$ cat config.mk
export PLATFORM = sky130hd
export DESIGN_NAME = iar_top
export DESIGN_NICKNAME = d
export VERILOG_FILES = /design/src/rtl/iar_pkg.sv /design/src/rtl/iar_ia_if.sv /design/src/rtl/iar_bank.sv /design/src/rtl/iar_top.sv
export VERILOG_INCLUDE_DIRS = /design/src /design/src/rtl
export SDC_FILE = /design/constraint.sdc
export NUM_CORES = 1
export LEC_CHECK = 0
export ABC_AREA = 1
export BUFFER_PORTS_ARGS = -buffer_cell sky130_fd_sc_hd__buf_2
export CORE_UTILIZATION = 25
export DETAILED_ROUTE_END_ITERATION = 16
export PLACE_DENSITY_LB_ADDON = 0.05
export SLEW_MARGIN = 20
export SYNTH_ARGS = -nofsm -noshare
export SYNTH_HDL_FRONTEND = slang
export SYNTH_HIERARCHICAL = 1
export SYNTH_SLANG_ARGS = --single-unit
$ cat constraint.sdc
create_clock -name clk_in -period 2.5 [get_ports clk_in]
set_input_delay 0.375 -clock clk_in [delete_from_list [all_inputs] [get_ports clk_in]]
set_output_delay 0.375 -clock clk_in [all_outputs]
set_load 0.01 [all_outputs]
$ cat src/rtl/iar_defs.svh
`ifndef IAR_DEFS_SVH
`define IAR_DEFS_SVH

// Main map
`define IAR_CTL_ADDR  8'hB0
`define IAR_OFS_ADDR  8'hB1
`define IAR_DAT_ADDR  8'hB2
`define IAR_RSV_FA    8'hFA
`define IAR_RSV_FB    8'hFB
`define IAR_CTL_RST   8'h00
`define IAR_SEL_HI    5
`define IAR_SEL_LO    2
`define IAR_AUTO_BIT  1

// Bank selector codes
`define IAR_SEL_PG0   4'h0
`define IAR_SEL_CH0   4'h1
`define IAR_SEL_CH1   4'h2
`define IAR_SEL_SHR   4'h5
`define IAR_SEL_BC    4'h6
`define IAR_SEL_CSI   4'h7

// Page 0 pattern registers
`define IAR_PG_CTL    8'h01
`define IAR_PG_CFG    8'h02
`define IAR_PG_DI     8'h03
`define IAR_PG_CTL_RST 8'h00
`define IAR_PG_CFG_RST 8'h33
`define IAR_PG_DI_RST  8'h24
`define IAR_EN_BIT    0
`define IAR_FIX_BIT   7
`define IAR_NCB_HI    5
`define IAR_NCB_LO    4
`define IAR_BSZ_HI    3
`define IAR_BSZ_LO    0
`define IAR_VC_HI     7
`define IAR_VC_LO     6
`define IAR_DT_HI     5
`define IAR_DT_LO     0

// Test register banks
`define IAR_CH_LAST   8'h14
`define IAR_SHR_LAST  8'h04
`define IAR_CSI_LAST  8'h1D
`define IAR_CH_N      21
`define IAR_SHR_N     5
`define IAR_CSI_N     30
`define IAR_LINKS     2

`endif

$ cat src/rtl/iar_pkg.sv
package iar_pkg;

  typedef enum logic [2:0] {
    IAR_IDLE,
    IAR_ADDR,
    IAR_AACK,
    IAR_WBYTE,
    IAR_WACK,
    IAR_RBYTE,
    IAR_RACK
  } iar_fsm_e;

  typedef struct packed {
    logic [2:0] scl_sy;
    logic [2:0] sda_sy;
    logic       scl_f;
    logic       sda_f;
    iar_fsm_e   st;
    logic [3:0] cnt;
    logic [7:0] sh;
    logic [7:0] tx;
    logic       rw;
    logic       first;
    logic       sda_oe;
    logic [7:0] ptr;
    logic [7:0] ctl;
    logic [7:0] ofs;
    logic       ia_wr;
    logic [7:0] ia_wd;
  } iar_top_s;

  typedef struct packed {
    logic [7:0]                   pg_ctl;
    logic [7:0]                   pg_cfg;
    logic [7:0]                   pg_di;
    logic [1:0][20:0][7:0]        ch;
    logic [4:0][7:0]              shr;
    logic [29:0][7:0]             csi;
  } iar_bank_s;

endpackage

$ cat src/rtl/iar_ia_if.sv
`timescale 1ns/100ps
`default_nettype none
interface iar_ia_if;
  logic [3:0] sel;
  logic [7:0] ofs;
  logic       wr;
  logic [7:0] wdata;
  logic [7:0] rdata;
  modport ctl  (output sel, ofs, wr, wdata, input rdata);
  modport bank (input sel, ofs, wr, wdata, output rdata);
endinterface
`default_nettype wire

$ cat src/rtl/iar_bank.sv
`timescale 1ns/100ps
`default_nettype none
`include "iar_defs.svh"
module iar_bank (
  input  wire logic       clk_in,     // Register clock
  input  wire logic       resetn_in,  // Async reset, active low
  iar_ia_if.bank          ia,         // Indirect access port
  output logic            pgen_on_out,    // Generator enable
  output logic            fixed_out,      // Fixed color choice
  output logic [1:0]      ncb_out,        // Color bar count code
  output logic [3:0]      bsz_out,        // Fixed block size
  output logic [1:0]      vc_out,         // Virtual channel
  output logic [5:0]      dt_out          // Data type
);
  localparam iar_pkg::iar_bank_s RST = '{pg_ctl: `IAR_PG_CTL_RST,
    pg_cfg: `IAR_PG_CFG_RST, pg_di: `IAR_PG_DI_RST, default: '0};

  iar_pkg::iar_bank_s r;
  iar_pkg::iar_bank_s n;
  logic [4:0]         ofs_lo;

  function automatic logic hit(input logic [7:0] o, input logic [7:0] last);
    return o <= last;
  endfunction

  assign ofs_lo = ia.ofs[4:0];

  always_comb begin
    n = r;
    ia.rdata = 8'h00;
    case (ia.sel)
      `IAR_SEL_PG0: begin
        if (ia.ofs == `IAR_PG_CTL) ia.rdata = r.pg_ctl;
        if (ia.ofs == `IAR_PG_CFG) ia.rdata = r.pg_cfg;
        if (ia.ofs == `IAR_PG_DI) ia.rdata = r.pg_di;
        if (ia.wr && ia.ofs == `IAR_PG_CTL) n.pg_ctl = ia.wdata;
        if (ia.wr && ia.ofs == `IAR_PG_CFG) n.pg_cfg = ia.wdata;
        if (ia.wr && ia.ofs == `IAR_PG_DI) n.pg_di = ia.wdata;
      end
      `IAR_SEL_CH0, `IAR_SEL_CH1: begin
        if (hit(ia.ofs, `IAR_CH_LAST)) begin
          ia.rdata = r.ch[ia.sel[1]][ofs_lo];
          if (ia.wr) n.ch[ia.sel[1]][ofs_lo] = ia.wdata;
        end
      end
      `IAR_SEL_SHR: begin
        if (hit(ia.ofs, `IAR_SHR_LAST)) begin
          ia.rdata = r.shr[ofs_lo[2:0]];
          if (ia.wr) n.shr[ofs_lo[2:0]] = ia.wdata;
        end
      end
      `IAR_SEL_BC: begin
        for (int i = 0; i < `IAR_LINKS; i++) begin
          if (ia.wr && hit(ia.ofs, `IAR_CH_LAST)) n.ch[i][ofs_lo] = ia.wdata;
        end
      end
      `IAR_SEL_CSI: begin
        if (hit(ia.ofs, `IAR_CSI_LAST)) begin
          ia.rdata = r.csi[ofs_lo];
          if (ia.wr) n.csi[ofs_lo] = ia.wdata;
        end
      end
      default: ia.rdata = 8'h00;
    endcase
  end

  always_ff @(posedge clk_in or negedge resetn_in) begin
    if (!resetn_in) r <= RST;
    else r <= n;
  end

  assign pgen_on_out = r.pg_ctl[`IAR_EN_BIT];
  assign fixed_out   = r.pg_cfg[`IAR_FIX_BIT];
  assign ncb_out     = r.pg_cfg[`IAR_NCB_HI:`IAR_NCB_LO];
  assign bsz_out     = r.pg_cfg[`IAR_BSZ_HI:`IAR_BSZ_LO];
  assign vc_out      = r.pg_di[`IAR_VC_HI:`IAR_VC_LO];
  assign dt_out      = r.pg_di[`IAR_DT_HI:`IAR_DT_LO];

  property p_pgen_on;
    @(posedge clk_in) disable iff (!resetn_in)
    ia.wr && ia.sel == `IAR_SEL_PG0 && ia.ofs == `IAR_PG_CTL
    |=> pgen_on_out == $past(ia.wdata[0]);
  endproperty
  a_pgen_on: assert property (p_pgen_on) else $error("enable bit");

  property p_fixed;
    @(posedge clk_in) disable iff (!resetn_in)
    ia.wr && ia.sel == `IAR_SEL_PG0 && ia.ofs == `IAR_PG_CFG
    |=> fixed_out == $past(ia.wdata[7]) && bsz_out == $past(ia.wdata[3:0]);
  endproperty
  a_fixed: assert property (p_fixed) else $error("cfg fields");

  property p_ncb;
    @(posedge clk_in) disable iff (!resetn_in)
    ia.wr && ia.sel == `IAR_SEL_PG0 && ia.ofs == `IAR_PG_CFG
    |=> ncb_out == $past(ia.wdata[5:4]);
  endproperty
  a_ncb: assert property (p_ncb) else $error("bar count");

  property p_dt;
    @(posedge clk_in) disable iff (!resetn_in)
    ia.wr && ia.sel == `IAR_SEL_PG0 && ia.ofs == `IAR_PG_DI
    |=> {vc_out, dt_out} == $past(ia.wdata);
  endproperty
  a_dt: assert property (p_dt) else $error("packet id");

  property p_rsvd;
    @(posedge clk_in) disable iff (!resetn_in)
    ia.sel == `IAR_SEL_PG0 && ia.ofs == 8'h00 |-> ia.rdata == 8'h00;
  endproperty
  a_rsvd: assert property (p_rsvd) else $error("page 0 reg 0");

  property p_bcast;
    @(posedge clk_in) disable iff (!resetn_in)
    ia.wr && ia.sel == `IAR_SEL_BC && ia.ofs <= `IAR_CH_LAST
    |=> r.ch[0][$past(ofs_lo)] == $past(ia.wdata)
     && r.ch[1][$past(ofs_lo)] == $past(ia.wdata);
  endproperty
  a_bcast: assert property (p_bcast) else $error("broadcast");

  property p_res_bank;
    @(posedge clk_in) disable iff (!resetn_in)
    ia.sel == 4'h3 || ia.sel == 4'h4 || ia.sel > `IAR_SEL_CSI
    |-> ia.rdata == 8'h00;
  endproperty
  a_res_bank: assert property (p_res_bank) else $error("rsvd bank");
endmodule
`default_nettype wire

$ cat src/rtl/iar_top.sv
`timescale 1ns/100ps
`default_nettype none
`include "iar_defs.svh"
module iar_top #(
  parameter logic [6:0] DEV_ADDR = 7'h3D  // Bus address, arbitrary
) (
  input  wire logic       clk_in,      // Register clock, 100 MHz
  input  wire logic       resetn_in,   // Async reset, active low
  input  wire logic       scl_in,      // I2C clock pin
  input  wire logic       sda_in,      // I2C data pin level
  output logic            sda_o_out,   // I2C data drive value
  output logic            sda_oe_out,  // I2C data pull-down enable
  output logic            pattern_generator_on_out,    // Generator on
  output logic            fixed_color_choice_out,      // Fixed pattern
  output logic [1:0]      color_bar_count_out,         // Bar count code
  output logic [3:0]      fixed_block_size_out,        // Block bytes
  output logic [1:0]      generated_virtual_channel_out, // VC id
  output logic [5:0]      generated_data_type_out        // Data type
);
  localparam iar_pkg::iar_top_s RST = '{scl_sy: 3'h7, sda_sy: 3'h7,
    scl_f: 1'b1, sda_f: 1'b1, st: iar_pkg::IAR_IDLE,
    ctl: `IAR_CTL_RST, default: '0};

  iar_pkg::iar_top_s r;
  iar_pkg::iar_top_s n;
  iar_ia_if          ia ();
  logic              scl_ok;
  logic              sda_ok;
  logic              scl_rise;
  logic              scl_fall;
  logic              sda_rise;
  logic              sda_fall;
  logic              auto_inc;
  logic [7:0]        rd_v;

  // Main map read decode
  function automatic logic [7:0] main_rd(input logic [7:0] a,
                                         input logic [7:0] c,
                                         input logic [7:0] o,
                                         input logic [7:0] d);
    logic [7:0] v;
    v = 8'h00;
    if (a == `IAR_CTL_ADDR) v = c;
    if (a == `IAR_OFS_ADDR) v = o;
    if (a == `IAR_DAT_ADDR) v = d;
    return v;
  endfunction

  // A pin change counts once the second and third stages agree
  assign scl_ok   = r.scl_sy[1] == r.scl_sy[2];
  assign sda_ok   = r.sda_sy[1] == r.sda_sy[2];
  assign scl_rise = scl_ok && r.scl_sy[2] && !r.scl_f;
  assign scl_fall = scl_ok && !r.scl_sy[2] && r.scl_f;
  assign sda_rise = sda_ok && r.sda_sy[2] && !r.sda_f;
  assign sda_fall = sda_ok && !r.sda_sy[2] && r.sda_f;
  assign auto_inc = r.ctl[`IAR_AUTO_BIT];
  assign rd_v     = main_rd(r.ptr, r.ctl, r.ofs, ia.rdata);

  always_comb begin
    logic load;
    logic wbyte;
    load  = 1'b0;
    wbyte = 1'b0;
    n = r;
    n.ia_wr = 1'b0;
    n.scl_sy = {r.scl_sy[1:0], scl_in};
    n.sda_sy = {r.sda_sy[1:0], sda_in};
    if (scl_ok) begin
      n.scl_f = r.scl_sy[2];
    end
    if (sda_ok) begin
      n.sda_f = r.sda_sy[2];
    end
    // Offset moves on the same clock edge at which the bank takes the write
    if (r.ia_wr && auto_inc) begin
      n.ofs = r.ofs + 8'h01;
    end
    if (sda_fall && r.scl_f) begin
      n.st = iar_pkg::IAR_ADDR;
      n.cnt = 4'h0;
      n.first = 1'b1;
      n.sda_oe = 1'b0;
    end else if (sda_rise && r.scl_f) begin
      n.st = iar_pkg::IAR_IDLE;
      n.sda_oe = 1'b0;
    end else begin
      unique case (r.st)
        iar_pkg::IAR_IDLE: begin
          n.sda_oe = 1'b0;
        end
        iar_pkg::IAR_ADDR: begin
          if (scl_rise) begin
            n.sh = {r.sh[6:0], r.sda_f};
            n.cnt = r.cnt + 4'h1;
          end else if (scl_fall && r.cnt == 4'h8) begin
            if (r.sh[7:1] == DEV_ADDR) begin
              n.sda_oe = 1'b1;
              n.rw = r.sh[0];
              n.st = iar_pkg::IAR_AACK;
            end else begin
              n.st = iar_pkg::IAR_IDLE;
            end
          end
        end
        iar_pkg::IAR_AACK: begin
          if (scl_fall) begin
            n.sda_oe = 1'b0;
            n.cnt = 4'h0;
            if (r.rw) begin
              load = 1'b1;
            end else begin
              n.st = iar_pkg::IAR_WBYTE;
            end
          end
        end
        iar_pkg::IAR_WBYTE: begin
          if (scl_rise) begin
            n.sh = {r.sh[6:0], r.sda_f};
            n.cnt = r.cnt + 4'h1;
          end else if (scl_fall && r.cnt == 4'h8) begin
            n.sda_oe = 1'b1;
            n.st = iar_pkg::IAR_WACK;
            n.first = 1'b0;
            if (r.first) begin
              n.ptr = r.sh;
            end else begin
              wbyte = 1'b1;
            end
          end
        end
        iar_pkg::IAR_WACK: begin
          if (scl_fall) begin
            n.sda_oe = 1'b0;
            n.cnt = 4'h0;
            n.st = iar_pkg::IAR_WBYTE;
          end
        end
        iar_pkg::IAR_RBYTE: begin
          if (scl_rise) begin
            n.cnt = r.cnt + 4'h1;
          end else if (scl_fall) begin
            if (r.cnt == 4'h8) begin
              n.sda_oe = 1'b0;
              n.st = iar_pkg::IAR_RACK;
            end else begin
              n.tx = {r.tx[6:0], 1'b0};
              n.sda_oe = !r.tx[6];
            end
          end
        end
        iar_pkg::IAR_RACK: begin
          if (scl_rise) begin
            n.rw = !r.sda_f;
          end else if (scl_fall) begin
            n.cnt = 4'h0;
            if (r.rw) begin
              load = 1'b1;
            end else begin
              n.st = iar_pkg::IAR_IDLE;
            end
          end
        end
        default: begin
          n.st = iar_pkg::IAR_IDLE;
        end
      endcase
    end
    if (load) begin
      n.rw = 1'b1;
      n.tx = rd_v;
      n.sda_oe = !rd_v[7];
      n.st = iar_pkg::IAR_RBYTE;
      n.ptr = r.ptr + 8'h01;
      if (r.ptr == `IAR_DAT_ADDR && auto_inc) begin
        n.ofs = r.ofs + 8'h01;
      end
    end
    if (wbyte) begin
      n.ptr = r.ptr + 8'h01;
      if (r.ptr == `IAR_CTL_ADDR) begin
        n.ctl = r.sh;
      end
      if (r.ptr == `IAR_OFS_ADDR) begin
        n.ofs = r.sh;
      end
      if (r.ptr == `IAR_DAT_ADDR) begin
        n.ia_wr = 1'b1;
        n.ia_wd = r.sh;
      end
    end
  end

  always_ff @(posedge clk_in or negedge resetn_in) begin
    if (!resetn_in) begin
      r <= RST;
    end else begin
      r <= n;
    end
  end

  assign ia.sel   = r.ctl[`IAR_SEL_HI:`IAR_SEL_LO];
  assign ia.ofs   = r.ofs;
  assign ia.wr    = r.ia_wr;
  assign ia.wdata = r.ia_wd;

  assign sda_o_out  = 1'b0;
  assign sda_oe_out = r.sda_oe;

  iar_bank u_bank (
    .clk_in      (clk_in),
    .resetn_in   (resetn_in),
    .ia          (ia.bank),
    .pgen_on_out (pattern_generator_on_out),
    .fixed_out   (fixed_color_choice_out),
    .ncb_out     (color_bar_count_out),
    .bsz_out     (fixed_block_size_out),
    .vc_out      (generated_virtual_channel_out),
    .dt_out      (generated_data_type_out)
  );

  property p_ctl_wr;
    @(posedge clk_in) disable iff (!resetn_in)
    r.st == iar_pkg::IAR_WBYTE && scl_fall && r.cnt == 4'h8 && !r.first
      && r.ptr == `IAR_CTL_ADDR
    |=> r.ctl == $past(r.sh)
    ##1 ia.sel == $past(r.sh[`IAR_SEL_HI:`IAR_SEL_LO], 2);
  endproperty
  a_ctl_wr: assert property (p_ctl_wr) else $error("ctl write");

  property p_auto_inc;
    @(posedge clk_in) disable iff (!resetn_in)
    r.ia_wr && auto_inc |=> r.ofs == $past(r.ofs) + 8'h01;
  endproperty
  a_auto_inc: assert property (p_auto_inc) else $error("auto inc");

  property p_no_inc;
    @(posedge clk_in) disable iff (!resetn_in)
    r.ia_wr && !auto_inc |=> r.ofs == $past(r.ofs);
  endproperty
  a_no_inc: assert property (p_no_inc) else $error("offset moved");

  property p_wrap;
    @(posedge clk_in) disable iff (!resetn_in)
    r.ia_wr && auto_inc && r.ofs == 8'hFF |=> r.ofs == 8'h00;
  endproperty
  a_wrap: assert property (p_wrap) else $error("offset wrap");

  property p_rsv_main;
    @(posedge clk_in) disable iff (!resetn_in)
    r.ptr == `IAR_RSV_FA || r.ptr == `IAR_RSV_FB |-> rd_v == 8'h00;
  endproperty
  a_rsv_main: assert property (p_rsv_main) else $error("FA/FB read");
endmodule
`default_nettype wire

== After elaboration in Yosys (flattened, before gate mapping) ==
Index checks and enable logic that the tools add are counted.

* $add $sub $neg: 3
* Order comparisons: 9
* Eq/ne operators: 59
* Mux-type cells: 105
* Bitwise logic cells: 2
* Reductions and logical operators: 58

{| class="wikitable"
|+ Operators by type and width
! operator !! count
|-
| 168-bit 2-to-1 mux || 5
|-
| 336-bit 2-to-1 mux || 2
|-
| 336-bit case mux with 2 select lines || 1
|-
| 168-bit bitwise mux || 2
|-
| 336-bit bitwise mux || 1
|-
| 240-bit bitwise mux || 1
|-
| 8-bit 2-to-1 mux || 30
|-
| 168-bit demux with 1-bit select || 1
|-
| 8-bit binary-select mux with 5-bit select || 2
|-
| 5-bit != test, second input constant || 14
|-
| 40-bit bitwise mux || 1
|-
| 8-bit demux with 5-bit select || 1
|-
| 7-bit 2-to-1 mux || 5
|-
| 3-bit 2-to-1 mux || 11
|-
| 33-bit 2-to-1 mux || 1
|-
| 8-bit case mux with 4 select lines || 1
|-
| 3-bit != test, second input constant || 9
|-
| 8-bit binary-select mux with 3-bit select || 1
|-
| 8-bit demux with 3-bit select || 1
|-
| 8-bit == test, second input constant || 3
|-
| 1-bit 2-to-1 mux || 24
|-
| 22-bit 2-to-1 mux || 1
|-
| 3-bit case mux with 7 select lines || 1
|-
| 1-bit logical AND || 20
|-
| 51 further kinds || 97
|}

* Flip-flop bits (word level): 706
* Output and inout port bits: 18
* Word-level logic and storage cells: 332

== Depth between registers and ports, before layout ==
* Depth after elaboration: 11
* Gate-level depth with buffers: 20
* Mapped depth without buffers: 18

== Modules after synthesis ==
Netlist, hierarchy kept.

{| class="wikitable"
|+ By module, submodules not included
! module !! instances !! cells each !! area an instance (µm²) !! sequential area each (µm²)
|-
| iar_bank || 1 || 3824 || 29762.3 || 16022.9
|-
| iar_top || 1 || 513 || 3918.8 || 1661.6
|}

== Least setup slack after synthesis ==
No wires, ideal clock.

* Kind: register to register
* Start: register r, in the netlist ia.ofs[2]
* End: register, netlist name r[39]
* Setup time: 0.122 ns
* Arrival: 2.300 ns
* Data required time: 2.378 ns
* Setup slack: 0.078 ns
* Stages on the path, launching flop included: 15
* Clock period less this slack: 2.422 ns
* Cells stage by stage: dfrtp_1 -> buf_4 -> nor2_4 -> nand2_1 -> nor2_2 -> nand2_1 -> clkbuf_1 -> or2_0 -> nand3_1 -> nand2_1 -> nor2_1 -> nand2_1 -> or2_2 -> nand3_1 -> a21oi_1

{| class="wikitable"
|+ RTL lines
! what !! line !! text
|-
| start: declaration || iar_top.sv:24 || <nowiki>iar_pkg::iar_top_s r;</nowiki>
|-
| start signal: assignment || iar_top.sv:197 || <nowiki>r <= n;</nowiki>
|}

== Final worst setup path ==
* Start: register r, in the netlist ia.sel[1]
* End: register u_bank/r[407] in the netlist's numbering

* Longest elaborated chain between the ends: 8

{| class="wikitable"
|+ Ends and longest elaborated chain
! what !! line !! text
|-
| 1-bit by 2-bit less-than comparator with 1-bit output (implied by the code) or 1-bit greater-or-equal comparator (tied branches) || iar_bank.sv:43 || <nowiki>if (ia.wr) n.ch[ia.sel[1]][ofs_lo] = ia.wdata;</nowiki>
|-
| 1-bit logical AND (implied by the code) || iar_bank.sv:43 ||
|-
| 168-bit 2-to-1 mux (implied by the code) || iar_bank.sv:43 ||
|-
| 168-bit demux with 1-bit select || - ||
|-
| 336-bit bitwise mux || iar_bank.sv:43 ||
|-
| 336-bit 2-to-1 mux || iar_bank.sv:43 ||
|-
| 336-bit 2-to-1 mux || iar_bank.sv:41 || <nowiki>if (hit(ia.ofs, `IAR_CH_LAST)) begin</nowiki>
|-
| 336-bit case mux with 2 select lines || iar_bank.sv:31 || <nowiki>case (ia.sel)</nowiki>
|-
| end signal: assignment || iar_bank.sv:69 || <nowiki>else r <= n;</nowiki>
|-
| end: declaration || iar_bank.sv:18 || <nowiki>iar_pkg::iar_bank_s r;</nowiki>
|}

Parallel ways exist; a longest one is shown, timed or not. The select of a mux whose other input is x is not followed.
A chain may end at the register's enable or synchronous reset.

==> results by group <==
Outcome
  – Run status: finished with violations
  – Violated checks: setup timing

Yosys
  – Synth top area share: 51.4%
  – Area of the mapped netlist: 33700 sq um
  – Synth Area in XOR/XNOR: 0.156%
  – Cell with the most instances after synthesis: nand2_1
  – Syn Inst Count: 4337
  – Cell taking the most area after synthesis: dfrtp_1
  – Main combinational cell family by area after synthesis: simple AND/OR/NAND/NOR gates
  – Dominant synthesized flop cell: dfrtp_1
  – Syn_nets: 4352
  – EDFF count, synth: 0
  – YS warnings: 6
  – Avg Cell Area, Syn: 7.77 sq um
  – Synth async-reset ratio: 100%
  – Synth Register Bits: 706
  – Simple logic cell fraction of the synthesized area: 26.9%
  – Synth cell types: 49
  – Compound-Gate Fraction of Synth Area: 13.1%
  – Commonest cells in the netlist: nand2_1, o21ai_0, dfrtp_1
  – Multiplexer share of the synthesized area: 0%
  – Sequential fraction of the synthesis area: 52.5%
  – Post-Synth Adder-Cell Area: 0.409%
  – Most area-consuming cells after synthesis: dfrtp_1, nand2_1, o21ai_0

Clock tree
  – Clock Tree Root: clkbuf_16
  – H-tree depth: 3
  – CTS tree: yes
  – Clk slew on worst S/H paths: 0.06 ns
  – CTS Buffer Depth: 3
  – CTS sink count: 706
  – Num CTS Buffers: 92
  – Clock Latency Late Sink: 0.70 ns

Floorplan
  – Die H: 369 um
  – Die width: 369 um
  – Top-level I/O count: 22
  – Initial core utilization: 25.2%
  – Die area: 136000 sq um
  – Num rows: 134
  – Core area: 134000 sq um

Pwr
  – Tot Pwr: 25.6 mW
  – Peak supply drop: 0.430 mV
  – Leakage: 20.4 nW
  – Power Density: 568 nW/um^2

Global routing
  – Initial antenna violation count: 5
  – Largest net degree at the start of global routing: 91
  – First-pass GRT wire length: 192000 um
  – Vias in the first global route: 28800
  – Gr usage total: 18.7%
  – GRT overflow: 0

Timing
  – Slew Limit Headroom: 55.1%
  – Final Hold Violating Endpoints: 0
  – Final period utilization: 104%
  – Fmax: 0.386 GHz
  – Setup TNS: -8.65 ns
  – Clk_skew: 0.0240 ns
  – Hold Slack: 0.196 ns
  – Worst-Margin Slew: 0.671 ns
  – Final setup margin: -0.0881 ns
  – Final setup vio count: 258
  – Tmin final: 2.59 ns
  – Slew Viols, Final: 0
  – RSZ-0062 raised after global routing: true

Drt
  – # DRC: 0
  – TritonRoute pass-1 iters: 5
  – DRT iter0 DRCs: 1894
  – Post-DR wirelength/cell: 21.1 um
  – Via count: 29200
  – Detailed Route WL: 136000 um
  – Antenna Violating Nets Remaining: 0
  – Vias per inst: 4.55

Setup path
  – Crit-path leading delay family: buffers and inverters
  – CP max FO: 8
  – CP Buf/Inv Count: 8
  – CP Data Arrival Time: 3.15 ns
  – Critical path endpoint category: flip-flop
  – Slowest stage cell on the critical path: dfrtp_4
  – Required @ worst endpoint: 3.07 ns
  – Critical path cell sequence: clkinv_8 > buf_16 > buf_16 > nor2_4 > buf_6 > nand2_4 > nand2_1 > nand4_1 > buf_4 > a21oi_4 > buf_12 > buf_16 > nand2_8 > clkbuf_16 > nand2_4 > o21ai_1
  – R2R Path Start: ia.sel[1]
  – Worst setup SP type: flip-flop
  – Setup Crit Path Kind: reg -> reg
  – Cell repeated most along the worst path: buf_16
  – Worst r2r path cells: 16
  – Reg-to-reg slack, setup: -0.09 ns
  – FF-to-FF End: u_bank/r[407]
  – WP depth: 16
  – Largest stage delay, worst path: 0.53 ns

Place
  – Placed cells: 6153
  – Post-detail-place hpwl: 84500 um
  – Post-DP Area: 38400 sq um
  – RD Place Congestion: 0.782
  – I/O Buffers: 20

Job
  – Max-cap violations: 0

Worst hold path
  – Worst min path class: in -> async

Layout
  – Post-route cell area: 45000 sq um
  – Synthesis-to-layout area growth: 33.7%
  – Proportion of layout cells with a drive suffix above 1: 22.7%
  – Final net count: 4588
  – Final Instance Count excl. Fillers: 6417
  – Fillers: 14000
worst max-delay path by stage:
stage	from	endpoint	slack, ns
floorplan	ia.ofs[2]	r[39]	0.08
global placement	ia.ofs[1]	r[38]	-0.31
detailed placement	ia.ofs[1]	r[38]	-0.36
CTS	ia.ofs[1]	r[38]	-0.14
global route	ia.sel[1]	u_bank/r[362]	-0.16
finish	ia.sel[1]	u_bank/r[407]	-0.09
power breakdown:
group	total [mW]	leakage (nW)	switching (mW)	internal, mW
logic	0.472	9.08	0.368	0.104
registers	11.5	9.81	0.0437	11.5
clock network	13.6	1.52	5.57	8.02
total	25.6	20.4	5.98	19.6
cell families (layout without fill, tap and decap cells):
| kind of cell | Yosys count | count (layout) |
|---|---|---|
| AND/OR/NAND/NOR | 2205 | 2210 |
| AO/OA/AOI/OAI | 841 | 841 |
| flip-flops | 706 | 706 |
| buffers and inverters | 567 | 872 |
| adder cells (fa/ha/maj) | 11 | 11 |
| XOR/XNOR | 6 | 6 |
| other | 1 | 3 |
layer usage:
metal / vias to the layer above / track usage, % / part of all wire (%) / wire, um
li1: 14400 / - / - / -
met1: 14300 / 26.7 / 49 / 66400
met2: 392 / 29.6 / 46 / 62200
met3: 132 / 2.49 / 3.2 / 4390
met4: 0 / 4.51 / 1.9 / 2590
met5: - / 0 / 0 / 0
flip-flops by register name, summed over array words and instances (netlist names):
register and flops:
n 4, sda_oe_out 1, ia.wr 1, auto_inc 1
ia.wdata 8, u_bank/ncb_out 2, ia.sel 4, u_bank/vc_out 2
u_bank/pgen_on_out 1, u_bank/dt_out 6, u_bank/fixed_out 1, u_bank/r 624
ia.ofs 8, u_bank/bsz_out 4, r 39
stage by stage:
step / setup WS, ns / utilization [%]
after floorplan: 0.0779 / -
after global placement: -0.313 / 28.8
after detailed placement: -0.360 / 28.8
after CTS: -0.144 / 31.3
after global routing: -0.162 / 33.7
final: -0.0881 / 33.7
final cells by class:
cell class                 instances  area, sq um  area share, %
clock inverter                    36          347          0.770
sequential                       706        17700           39.3
inverter                         299         1170           2.59
antenna                            2         5.00         0.0111
timing repair buffer             405         5300           11.8
multi-input combinational       3069        15600           34.7
clock buffer                     132         2710           6.01
tap                             1768         2210           4.91
repair_timing:
item	CTS	global route
hold buffers	3	0
pin swaps	9	100
setup buffers	5	50
gates resized for setup	79	652
endpoints found under the setup margin	360	374
endpoints found under the hold margin	231	0
cloned	1	45
layout by cell type, fill, tap and decap left out, drive strengths merged, types with 5 or more instances in the layout:
cell / instances
a21oi: 29
a22oi: 16
buf: 366
bufinv: 5
clkbuf: 168
clkinv: 28
dfrtp: 692
dfstp: 14
ha: 11
inv: 298
nand2: 1597
nand3: 215
nand4: 39
nor2: 321
nor3: 9
o211ai: 16
o21ai: 764
or2: 28
No activity file was read; power rests on OpenSTA's default activity.
